<file path="src/design/hpsl_pkg.sv">
package hpsl_pkg;

  // ==========================================================================
  // Host-visible register addresses, with the high receive/transmit byte first.
  localparam logic [2:0] HA_ICR = 3'h0;
  localparam logic [2:0] HA_CVR = 3'h1;
  localparam logic [2:0] HA_ISR = 3'h2;
  localparam logic [2:0] HA_IVR = 3'h3;
  localparam logic [2:0] HA_BYTE_HIGH = 3'h5;
  localparam logic [2:0] HA_BYTE_MID = 3'h6;
  localparam logic [2:0] HA_BYTE_LOW = 3'h7;

  // ==========================================================================
  // Host-side field positions.
  localparam int ICR_RECV_REQ_EN = 0;
  localparam int ICR_XMIT_REQ_EN = 1;
  localparam int CVR_CMD_BIT = 7;

  // ==========================================================================
  // DSP-side control field positions.
  localparam int HCR_RX_IRQ_EN = 0;
  localparam int HCR_TX_IRQ_EN = 1;
  localparam int HCR_CMD_IRQ_EN = 2;
  localparam int HCR_FLAG_TWO = 3;
  localparam int HCR_FLAG_THREE = 4;
  localparam int PCR_ADDR8_EN = 1;
  localparam int PCR_ADDR9_EN = 2;
  localparam int PCR_MODE_LO = 1;
  localparam int PCR_MODE_HI = 6;
  localparam int PCR_PORT_EN = 6;
  localparam int PCR_MUX_BUS = 11;

  // ==========================================================================
  // Reset values.
  localparam logic [7:0] IVR_RESET = 8'h0f;
  localparam logic [6:0] CVR_VECTOR_RESET = 7'h32;
  localparam logic [23:0] CTRL_RESET = 24'h00_0000;

  // ==========================================================================
  // Controller registers on the AXI4-Lite side.
  localparam logic [4:0] CTL_CMD = 5'h00;
  localparam logic [4:0] CTL_STAT = 5'h04;
  localparam logic [4:0] CTL_IRQ_STAT = 5'h08;
  localparam logic [4:0] CTL_IRQ_CLR = 5'h0c;
  localparam logic [4:0] CTL_IRQ_EN = 5'h10;
  localparam int CMD_ADDR_LO = 8;
  localparam int CMD_READ = 11;
  localparam int CMD_VECTOR = 12;
  localparam int EV_DONE = 0;
  localparam int EV_REQUEST = 1;
  localparam int EV_VECTOR = 2;
  localparam logic [1:0] RESP_OKAY = 2'h0;
  localparam logic [1:0] RESP_SLVERR = 2'h2;

endpackage

</file>
<file path="src/design/hpsl_if.sv">
`timescale 1ns/1ns
interface hpsl_if;
  logic [2:0] ha;
  logic host_read;
  logic host_strobe;
  logic [7:0] hd_host;
  logic hd_host_oe;
  logic [7:0] hd_dev;
  logic hd_dev_oe;
  logic host_acknowledge_in;
  logic host_request_out;
  logic transmit_request_out;
  logic receive_request_out;

  modport device (
    input ha,
    input host_read,
    input host_strobe,
    input hd_host,
    input hd_host_oe,
    input host_acknowledge_in,
    output hd_dev,
    output hd_dev_oe,
    output host_request_out,
    output transmit_request_out,
    output receive_request_out
  );

  modport host (
    output ha,
    output host_read,
    output host_strobe,
    output hd_host,
    output hd_host_oe,
    output host_acknowledge_in,
    input hd_dev,
    input hd_dev_oe,
    input host_request_out,
    input transmit_request_out,
    input receive_request_out
  );
endinterface

</file>
<file path="src/design/hpsl_device.sv">
// Decided for this implementation: the address map and the AXI4-Lite slave port.
`timescale 1ns/1ns
module hpsl_device
  import hpsl_pkg::*;
#(
  parameter int PINS = 16
) (
  input wire logic clk,
  input wire logic resetn,
  hpsl_if.device hp,
  input wire logic soft_reset,
  input wire logic dsp_ctrl_we,
  input wire logic dsp_pcr_we,
  input wire logic dsp_ddr_we,
  input wire logic dsp_gdr_we,
  input wire logic [23:0] dsp_wdata,
  input wire logic dsp_tx_load,
  input wire logic [23:0] dsp_tx_data,
  input wire logic dsp_rx_take,
  input wire logic dsp_cmd_ack,
  input wire logic [PINS-1:0] pin_in,
  output logic [PINS-1:0] pin_out,
  output logic [PINS-1:0] pin_oe,
  output logic [PINS-1:0] gpio_read,
  output logic [23:0] dsp_rx_data,
  output logic dsp_rx_full,
  output logic dsp_tx_empty,
  output logic dsp_cmd_pending,
  output logic [6:0] dsp_cmd_vector,
  output logic dsp_rx_irq,
  output logic dsp_tx_irq,
  output logic dsp_cmd_irq,
  output logic addr_line8_active,
  output logic addr_line9_active
);

  // ==========================================================================
  // DSP-side control registers.
  logic rst;
  logic [23:0] dsp_control_register_reg;
  logic [23:0] port_control_register_reg;
  logic [PINS-1:0] gpio_direction_register_reg;
  logic [PINS-1:0] gpio_data_register_reg;

  assign rst = ~resetn | soft_reset;

  always_ff @(posedge clk) begin
    if (rst) begin
      dsp_control_register_reg <= CTRL_RESET;
      port_control_register_reg <= CTRL_RESET;
      gpio_direction_register_reg <= '0;
      gpio_data_register_reg <= '0;
    end else begin
      if (dsp_ctrl_we) begin
        dsp_control_register_reg <= dsp_wdata;
      end
      if (dsp_pcr_we) begin
        port_control_register_reg <= dsp_wdata;
      end
      if (dsp_ddr_we) begin
        gpio_direction_register_reg <= dsp_wdata[PINS-1:0];
      end
      if (dsp_gdr_we) begin
        gpio_data_register_reg <= dsp_wdata[PINS-1:0];
      end
    end
  end

  // ==========================================================================
  // Mode selection and GPIO.
  wire gpio_mode = ~|port_control_register_reg[PCR_MODE_HI:PCR_MODE_LO];
  wire port_enable_bit = port_control_register_reg[PCR_PORT_EN];
  wire multiplexed_bus_mode = port_control_register_reg[PCR_MUX_BUS];
  wire addr8_next = port_enable_bit & (~multiplexed_bus_mode | port_control_register_reg[PCR_ADDR8_EN]);
  wire addr9_next = port_enable_bit & (~multiplexed_bus_mode | port_control_register_reg[PCR_ADDR9_EN]);
  // Outside GPIO mode the pins belong to the host port, so GPIO drive is withdrawn.
  wire [PINS-1:0] pin_oe_next = gpio_mode ? gpio_direction_register_reg : '0;
  wire [PINS-1:0] gpio_read_next = (gpio_data_register_reg & gpio_direction_register_reg)
                                 | (pin_in & ~gpio_direction_register_reg);

  always_ff @(posedge clk) begin
    if (rst) begin
      pin_oe <= '0;
      pin_out <= '0;
      gpio_read <= '0;
      addr_line8_active <= 1'b0;
      addr_line9_active <= 1'b0;
    end else begin
      pin_oe <= pin_oe_next;
      pin_out <= gpio_data_register_reg;
      gpio_read <= gpio_read_next;
      addr_line8_active <= addr8_next;
      addr_line9_active <= addr9_next;
    end
  end

  // ==========================================================================
  // Host register decode. Strobes are honoured only while the port is enabled.
  logic [7:0] icr_reg;
  logic [7:0] ivr_reg;
  logic cmd_pending_reg;
  logic [6:0] cmd_vector_reg;
  logic [23:0] tx_bytes_reg;
  logic [23:0] rx_bytes_reg;
  logic transmit_empty_flag_reg;
  logic receive_full_flag_reg;
  logic dsp_rx_full_reg;

  wire host_wr = hp.host_strobe & ~hp.host_read & port_enable_bit;
  wire host_rd = hp.host_strobe & hp.host_read & port_enable_bit;
  wire wr_icr = host_wr & (hp.ha == HA_ICR);
  wire wr_cvr = host_wr & (hp.ha == HA_CVR);
  wire wr_ivr = host_wr & (hp.ha == HA_IVR);
  // Writes to transmit bytes while the word is still pending are ignored.
  wire wr_tx_ok = host_wr & transmit_empty_flag_reg;
  wire wr_tx_high = wr_tx_ok & (hp.ha == HA_BYTE_HIGH);
  wire wr_tx_mid = wr_tx_ok & (hp.ha == HA_BYTE_MID);
  wire wr_tx_low = wr_tx_ok & (hp.ha == HA_BYTE_LOW);
  wire rd_rx_low = host_rd & (hp.ha == HA_BYTE_LOW) & receive_full_flag_reg;

  // ==========================================================================
  // Data flags.
  wire tx_move = ~transmit_empty_flag_reg & ~dsp_rx_full_reg;
  wire rx_load = dsp_tx_load & ~receive_full_flag_reg;
  wire transmit_empty_flag_next = tx_move ? 1'b1 : (wr_tx_low ? 1'b0 : transmit_empty_flag_reg);
  wire receive_full_flag_next = rx_load ? 1'b1 : (rd_rx_low ? 1'b0 : receive_full_flag_reg);
  // A move and a take can fall in one cycle only while the DSP flag is clear, as a move needs it clear; then the move wins.
  wire hrdf_next = tx_move ? 1'b1 : (dsp_rx_take ? 1'b0 : dsp_rx_full_reg);
  wire transmit_ready_flag = transmit_empty_flag_reg & ~dsp_rx_full_reg;
  // The host's own write wins over the core's acceptance in the same cycle.
  wire hc_next = wr_cvr ? hp.hd_host[CVR_CMD_BIT] : (dsp_cmd_ack ? 1'b0 : cmd_pending_reg);

  always_ff @(posedge clk) begin
    if (rst) begin
      transmit_empty_flag_reg <= 1'b1;
      receive_full_flag_reg <= 1'b0;
      dsp_rx_full_reg <= 1'b0;
      cmd_pending_reg <= 1'b0;
      cmd_vector_reg <= CVR_VECTOR_RESET;
      icr_reg <= 8'h00;
      ivr_reg <= IVR_RESET;
    end else begin
      transmit_empty_flag_reg <= transmit_empty_flag_next;
      receive_full_flag_reg <= receive_full_flag_next;
      dsp_rx_full_reg <= hrdf_next;
      cmd_pending_reg <= hc_next;
      if (wr_cvr) begin
        cmd_vector_reg <= hp.hd_host[6:0];
      end
      if (wr_icr) begin
        icr_reg <= hp.hd_host;
      end
      if (wr_ivr) begin
        ivr_reg <= hp.hd_host;
      end
    end
  end

  always_ff @(posedge clk) begin
    if (rst) begin
      tx_bytes_reg <= 24'h00_0000;
      rx_bytes_reg <= 24'h00_0000;
      dsp_rx_data <= 24'h00_0000;
    end else begin
      if (wr_tx_high) begin
        tx_bytes_reg[23:16] <= hp.hd_host;
      end
      if (wr_tx_mid) begin
        tx_bytes_reg[15:8] <= hp.hd_host;
      end
      if (wr_tx_low) begin
        tx_bytes_reg[7:0] <= hp.hd_host;
      end
      if (rx_load) begin
        rx_bytes_reg <= dsp_tx_data;
      end
      if (tx_move) begin
        dsp_rx_data <= tx_bytes_reg;
      end
    end
  end

  // ==========================================================================
  // Host requests, taken from next-state flags so they track the flags exactly.
  wire xreq_next = port_enable_bit & icr_reg[ICR_XMIT_REQ_EN] & transmit_empty_flag_next;
  wire receive_request_enable_next = port_enable_bit & icr_reg[ICR_RECV_REQ_EN] & receive_full_flag_next;

  always_ff @(posedge clk) begin
    if (rst) begin
      hp.transmit_request_out <= 1'b0;
      hp.receive_request_out <= 1'b0;
      hp.host_request_out <= 1'b0;
    end else begin
      hp.transmit_request_out <= xreq_next;
      hp.receive_request_out <= receive_request_enable_next;
      hp.host_request_out <= xreq_next | receive_request_enable_next;
    end
  end

  // ==========================================================================
  // Host read data and interrupt vector.
  wire any_request = hp.transmit_request_out | hp.receive_request_out;
  wire vec_drive = any_request & hp.host_acknowledge_in & port_enable_bit;
  wire [7:0] isr_value = {hp.host_request_out, 2'b00, dsp_control_register_reg[HCR_FLAG_THREE],
                          dsp_control_register_reg[HCR_FLAG_TWO], transmit_ready_flag,
                          transmit_empty_flag_reg, receive_full_flag_reg};
  wire [7:0] rd_value = (hp.ha == HA_ICR) ? icr_reg :
                        (hp.ha == HA_CVR) ? {cmd_pending_reg, cmd_vector_reg} :
                        (hp.ha == HA_ISR) ? isr_value :
                        (hp.ha == HA_IVR) ? ivr_reg :
                        (hp.ha == HA_BYTE_HIGH) ? rx_bytes_reg[23:16] :
                        (hp.ha == HA_BYTE_MID) ? rx_bytes_reg[15:8] :
                        (hp.ha == HA_BYTE_LOW) ? rx_bytes_reg[7:0] : 8'h00;

  always_ff @(posedge clk) begin
    if (rst) begin
      hp.hd_dev <= 8'h00;
      hp.hd_dev_oe <= 1'b0;
    end else begin
      hp.hd_dev <= vec_drive ? ivr_reg : (host_rd ? rd_value : 8'h00);
      hp.hd_dev_oe <= vec_drive | host_rd;
    end
  end

  // ==========================================================================
  // DSP-side status and interrupts.
  always_ff @(posedge clk) begin
    if (rst) begin
      dsp_rx_full <= 1'b0;
      dsp_tx_empty <= 1'b1;
      dsp_cmd_pending <= 1'b0;
      dsp_cmd_vector <= CVR_VECTOR_RESET;
      dsp_rx_irq <= 1'b0;
      dsp_tx_irq <= 1'b0;
      dsp_cmd_irq <= 1'b0;
    end else begin
      dsp_rx_full <= hrdf_next;
      dsp_tx_empty <= ~receive_full_flag_next;
      dsp_cmd_pending <= hc_next;
      dsp_cmd_vector <= wr_cvr ? hp.hd_host[6:0] : cmd_vector_reg;
      dsp_rx_irq <= dsp_control_register_reg[HCR_RX_IRQ_EN] & hrdf_next;
      dsp_tx_irq <= dsp_control_register_reg[HCR_TX_IRQ_EN] & ~receive_full_flag_next;
      dsp_cmd_irq <= dsp_control_register_reg[HCR_CMD_IRQ_EN] & hc_next;
    end
  end

endmodule

</file>
<file path="src/flat_wrapper.sv">
// flat-port wrapper written by rule: the top's interface ports become plain ports
module hpsl_device_flat import hpsl_pkg::*;
#(
  parameter int PINS = 16
)
  (clk, resetn, soft_reset, dsp_ctrl_we, dsp_pcr_we, dsp_ddr_we, dsp_gdr_we, dsp_wdata, dsp_tx_load, dsp_tx_data, dsp_rx_take, dsp_cmd_ack, pin_in, pin_out, pin_oe, gpio_read, dsp_rx_data, dsp_rx_full, dsp_tx_empty, dsp_cmd_pending, dsp_cmd_vector, dsp_rx_irq, dsp_tx_irq, dsp_cmd_irq, addr_line8_active, addr_line9_active, hp_ha, hp_host_read, hp_host_strobe, hp_hd_host, hp_hd_host_oe, hp_host_acknowledge_in, hp_hd_dev, hp_hd_dev_oe, hp_host_request_out, hp_transmit_request_out, hp_receive_request_out);
  hpsl_if hp_i ();
  input wire logic clk;
  input wire logic resetn;
  input wire logic soft_reset;
  input wire logic dsp_ctrl_we;
  input wire logic dsp_pcr_we;
  input wire logic dsp_ddr_we;
  input wire logic dsp_gdr_we;
  input wire logic [23:0] dsp_wdata;
  input wire logic dsp_tx_load;
  input wire logic [23:0] dsp_tx_data;
  input wire logic dsp_rx_take;
  input wire logic dsp_cmd_ack;
  input wire logic [PINS-1:0] pin_in;
  output logic [PINS-1:0] pin_out;
  output logic [PINS-1:0] pin_oe;
  output logic [PINS-1:0] gpio_read;
  output logic [23:0] dsp_rx_data;
  output logic dsp_rx_full;
  output logic dsp_tx_empty;
  output logic dsp_cmd_pending;
  output logic [6:0] dsp_cmd_vector;
  output logic dsp_rx_irq;
  output logic dsp_tx_irq;
  output logic dsp_cmd_irq;
  output logic addr_line8_active;
  output logic addr_line9_active;
  input wire logic [$bits(hp_i.ha)-1:0] hp_ha;
  input wire logic [$bits(hp_i.host_read)-1:0] hp_host_read;
  input wire logic [$bits(hp_i.host_strobe)-1:0] hp_host_strobe;
  input wire logic [$bits(hp_i.hd_host)-1:0] hp_hd_host;
  input wire logic [$bits(hp_i.hd_host_oe)-1:0] hp_hd_host_oe;
  input wire logic [$bits(hp_i.host_acknowledge_in)-1:0] hp_host_acknowledge_in;
  output wire logic [$bits(hp_i.hd_dev)-1:0] hp_hd_dev;
  output wire logic [$bits(hp_i.hd_dev_oe)-1:0] hp_hd_dev_oe;
  output wire logic [$bits(hp_i.host_request_out)-1:0] hp_host_request_out;
  output wire logic [$bits(hp_i.transmit_request_out)-1:0] hp_transmit_request_out;
  output wire logic [$bits(hp_i.receive_request_out)-1:0] hp_receive_request_out;
  assign hp_i.ha = hp_ha;
  assign hp_i.host_read = hp_host_read;
  assign hp_i.host_strobe = hp_host_strobe;
  assign hp_i.hd_host = hp_hd_host;
  assign hp_i.hd_host_oe = hp_hd_host_oe;
  assign hp_i.host_acknowledge_in = hp_host_acknowledge_in;
  assign hp_hd_dev = hp_i.hd_dev;
  assign hp_hd_dev_oe = hp_i.hd_dev_oe;
  assign hp_host_request_out = hp_i.host_request_out;
  assign hp_transmit_request_out = hp_i.transmit_request_out;
  assign hp_receive_request_out = hp_i.receive_request_out;
  hpsl_device #(.PINS(PINS)) u_core (.clk(clk), .resetn(resetn), .hp(hp_i), .soft_reset(soft_reset), .dsp_ctrl_we(dsp_ctrl_we), .dsp_pcr_we(dsp_pcr_we), .dsp_ddr_we(dsp_ddr_we), .dsp_gdr_we(dsp_gdr_we), .dsp_wdata(dsp_wdata), .dsp_tx_load(dsp_tx_load), .dsp_tx_data(dsp_tx_data), .dsp_rx_take(dsp_rx_take), .dsp_cmd_ack(dsp_cmd_ack), .pin_in(pin_in), .pin_out(pin_out), .pin_oe(pin_oe), .gpio_read(gpio_read), .dsp_rx_data(dsp_rx_data), .dsp_rx_full(dsp_rx_full), .dsp_tx_empty(dsp_tx_empty), .dsp_cmd_pending(dsp_cmd_pending), .dsp_cmd_vector(dsp_cmd_vector), .dsp_rx_irq(dsp_rx_irq), .dsp_tx_irq(dsp_tx_irq), .dsp_cmd_irq(dsp_cmd_irq), .addr_line8_active(addr_line8_active), .addr_line9_active(addr_line9_active));
endmodule
</file>
<file path="config.mk">
export PLATFORM = sky130hd
export DESIGN_NAME = hpsl_device_flat
export DESIGN_NICKNAME = d
export VERILOG_FILES = /design/src/design/hpsl_pkg.sv /design/src/design/hpsl_if.sv /design/src/design/hpsl_device.sv /design/src/flat_wrapper.sv
export SDC_FILE = /design/constraint.sdc
export NUM_CORES = 1
export LEC_CHECK = 0
export ABC_CLOCK_PERIOD_IN_PS = 1900
export BUFFER_PORTS_ARGS = -buffer_cell sky130_fd_sc_hd__buf_2
export CORE_MARGIN = 2
export CORE_UTILIZATION = 40
export DETAILED_ROUTE_END_ITERATION = 10
export GPL_TIMING_DRIVEN = 0
export PLACE_DENSITY = 0.67
export SLEW_MARGIN = 20
export SYNTH_ARGS = -nofsm -noshare
export SYNTH_HDL_FRONTEND = slang
export SYNTH_SLANG_ARGS = --single-unit
</file>
<file path="constraint.sdc">
create_clock -name clk -period 1.9 [get_ports clk]
set_input_delay 0.475 -clock clk [delete_from_list [all_inputs] [get_ports clk]]
set_output_delay 0.475 -clock clk [all_outputs]
set_load 0.005 [all_outputs]
</file>
==> results.py <==
metrics = {
    "run_status": {
        "outcome": "complete, no violations",
    },
    "sta": {
        "maxSlewHeadroom_pct": 62.5,
        "clock_skew_ps": 17.8,
        "setup_viol": 0,
        "drv_slew": 0,
        "rsz0062_at_grt": "false",
        "worst_pin_slew_ps": 563,
        "hold_violations": 0,
        "min_period_ps": 1760,
        "layout_setup_ws_ps": 143,
        "fmax_mhz": 569,
        "period_share_pct": 92.5,
    },
    "worst_setup_path": {
        "crit_type": "input port to flip-flop",
        "cp.required_ps": 2270,
        "crit_start": "soft_reset",
        "worst_setup_path_end_kind": "flip-flop",
        "timing.rr.end": "u_core.pin_oe[6]",
        "rr_startpoint": "u_core.port_control_register_reg[2]",
        "cp.arrival_ps": 2130,
        "regToRegSetupSlack_ps": 220,
        "cp_max_fo": 10,
        "r2r_cells": 4,
        "cp-start-kind": "input port",
    },
    "die": {
        "fp.dieW_um": 143,
        "io_pins": 188,
        "die_y_um": 143,
        "core_area_um2": 18800,
        "die-area_um2": 20500,
        "row_count": 50,
        "start_util_pct": 41.1,
    },
    "clock_network": {
        "cts.path.max_buffers": 3,
        "cts.clk_slew.worst_paths_ps": 60,
        "clk_latency_ps": 520,
        "cts_buffers": 23,
        "cts_sinks": 209,
        "cts_tree": "yes",
        "root_buffer": "clkbuf_16",
        "h-tree-depth": 1,
        "cts_setup_buffers": 0,
    },
    "pwr": {
        "vdd_drop_max_v": 0.000705,
        "power.density_nw_per_um2": 966,
        "leakage_nw": 4.24,
        "p_total_mw": 9.33,
    },
    "global_route": {
        "antenna_found_initial": 1,
        "overflow": 0,
        "grt_pass1_wl_um": 31400,
        "track_usage_pct": 19.7,
        "grt_max_degree": 13,
        "grt_pass1_vias": 5817,
    },
    "hold_path": {
        "min_to": "u_core.dsp_rx_full_reg",
        "hp-start": "dsp_rx_take",
        "holdPathStages": 2,
        "hold_class": "input port to flip-flop",
    },
    "logic_synthesis": {
        "async_flop_share_pct": 0,
        "synth_edf_count": 0,
        "synth_top_area_share_pct": 54.0,
        "syn_area_um2": 7740,
        "syn_area_per_cell_um2": 9.52,
        "yosysTopAreaCell": "dfxtp_1",
        "ys_top_cells_by_area": "dfxtp_1, mux2i_1, nand2_1",
        "yosysSeqAreaShare_pct": 54.0,
        "ys_dominant_reg_cell": "dfxtp_1",
        "ys_seq_elements": 209,
        "synth_nets": 902,
        "synth_cells": 813,
        "ys_warn_count": 0,
        "ys_types": 45,
    },
    "job": {
        "max_cap_violations": 0,
    },
    "route": {
        "wl_per_cell_um": 16.0,
        "viasPerCell": 4.78,
        "drtIter0Drc": 232,
        "antenna_left": 0,
        "dr.pass1.iters": 4,
        "num_vias": 6132,
        "drc": 0,
        "drt-total-wl_um": 20500,
    },
    "place": {
        "post-place-ws_ps": -586,
        "numPortBuffers": 171,
        "dp_hpwl_um": 15000,
        "place.gp.congestion": 0.857,
        "place_area_um2": 8920,
    },
    "cells_and_area": {
        "drive_gt1_share_pct": 23.9,
        "synthToLayoutAreaGrowth_pct": 24.7,
        "fin_nets": 1098,
        "fin_area_um2": 9660,
    },
}
[metal layers]
layer / share of wire [%] / up-vias / GRT usage, %
li1: - / 3091 / -
met1: 44 / 2814 / 25.6
met2: 46 / 199 / 33.6
met3: 7.9 / 28 / 4.09
met4: 1.7 / 0 / 4.27
met5: 0 / - / 0
[cells by family after synthesis]
| family | count (synthesis) | share of synthesized area, % |
|---|---|---|
| and+or+nand+nor | 323 | 19.3 |
| DFF | 209 | 54.0 |
| muxes | 113 | 14.9 |
| AOI/OAI and AO/OA | 107 | 8.10 |
| buffers and inverters | 61 | 3.60 |
[how the worst max path moves through the flow]
stage                                           to  slack, ps  cells past startpoint
after global placement        u_core.gpio_read[13]       -580                      6
after detailed placement      u_core.gpio_read[13]       -590                      6
after global routing             u_core.ivr_reg[5]          4                      6
after CTS                  u_core.tx_bytes_reg[23]         20                      6
after floorplan                u_core.hp.hd_dev[0]        210                      6
final                     u_core.cmd_vector_reg[3]        140                      6
[stage by stage]
| step | hold WS, ps | utilization, % | std cells | setup TNS, ps |
|---|---|---|---|---|
| finish | 145 | 51.3 | 1284 | 0 |
| global route | 142 | 51.3 | 1283 | 0 |
| CTS | 134 | 51.2 | 1283 | 0 |
| detailed placement | 435 | 47.4 | 1244 | -32870 |
| global placement | 441 | 47.4 | 1244 | -31310 |
| floorplan | 409 | - | 813 | 0 |
[synth_stat cells (2+ instances only)]
library cell and instances:
and2b_1 2, buf_2 13, and3_1 7, a22o_1 2
and2_1 33, buf_1 8, dfxtp_1 209, nand3_1 2
buf_6 4, nor2_1 109, mux2_2 5, mux2_1 2
o41ai_1 2, and3b_1 5, nand2_1 128, o21ai_0 7
o22ai_1 3, a221oi_2 3, clkbuf_1 31, o221ai_1 5
inv_1 4, mux2_4 3, o21ai_1 7, nand2b_1 12
or3_1 3, a221oi_1 3, a21oi_1 71, nor2b_1 11
mux2i_1 103
[cells in the final DEF, fill, tap and decap left out, types with 4 or more instances in the layout]
cell type / n
clkbuf_2: 4
mux2_2: 5
mux2i_1: 103
nor2_1: 109
buf_1: 8
o221ai_1: 5
nand2_1: 128
and3b_1: 5
buf_6: 4
clkbuf_1: 34
dfxtp_1: 209
and3_1: 7
o21ai_0: 7
nand2b_1: 12
inv_1: 4
o21ai_1: 7
nor2b_1: 11
clkbuf_16: 23
buf_2: 184
a21oi_1: 71
clkbuf_8: 4
and2_1: 33
[power by group]
part | switching [mW] | internal, mW
sequential | 0.0399 | 4.46
combinational | 0.330 | 0.227
clock | 1.74 | 2.53
total | 2.11 | 7.22
[what timing repair did]
item	4_1_cts	5_1_grt
setup endpoints to repair	4	23
resized for setup	1	6
hold buffers	0	0
hold endpoints to repair	0	0
[worst max-delay path, stage by stage]
cell,delay (ps)
buf_2,100
nand2b_1,170
buf_2,320
clkbuf_1,460
clkbuf_1,490
nor2_1,100
[cell type report]
type,count,area [um2]
inverter,4,15.0
sequential,209,4180
timing repair buffer,171,856
fill,1748,9180
buffer,57,269
antenna,1,2.50
tap,260,325
clock inverter,5,68.8
multi-input combinational,543,3280
clock buffer,34,657
No activity file was read; power rests on OpenSTA's default activity.
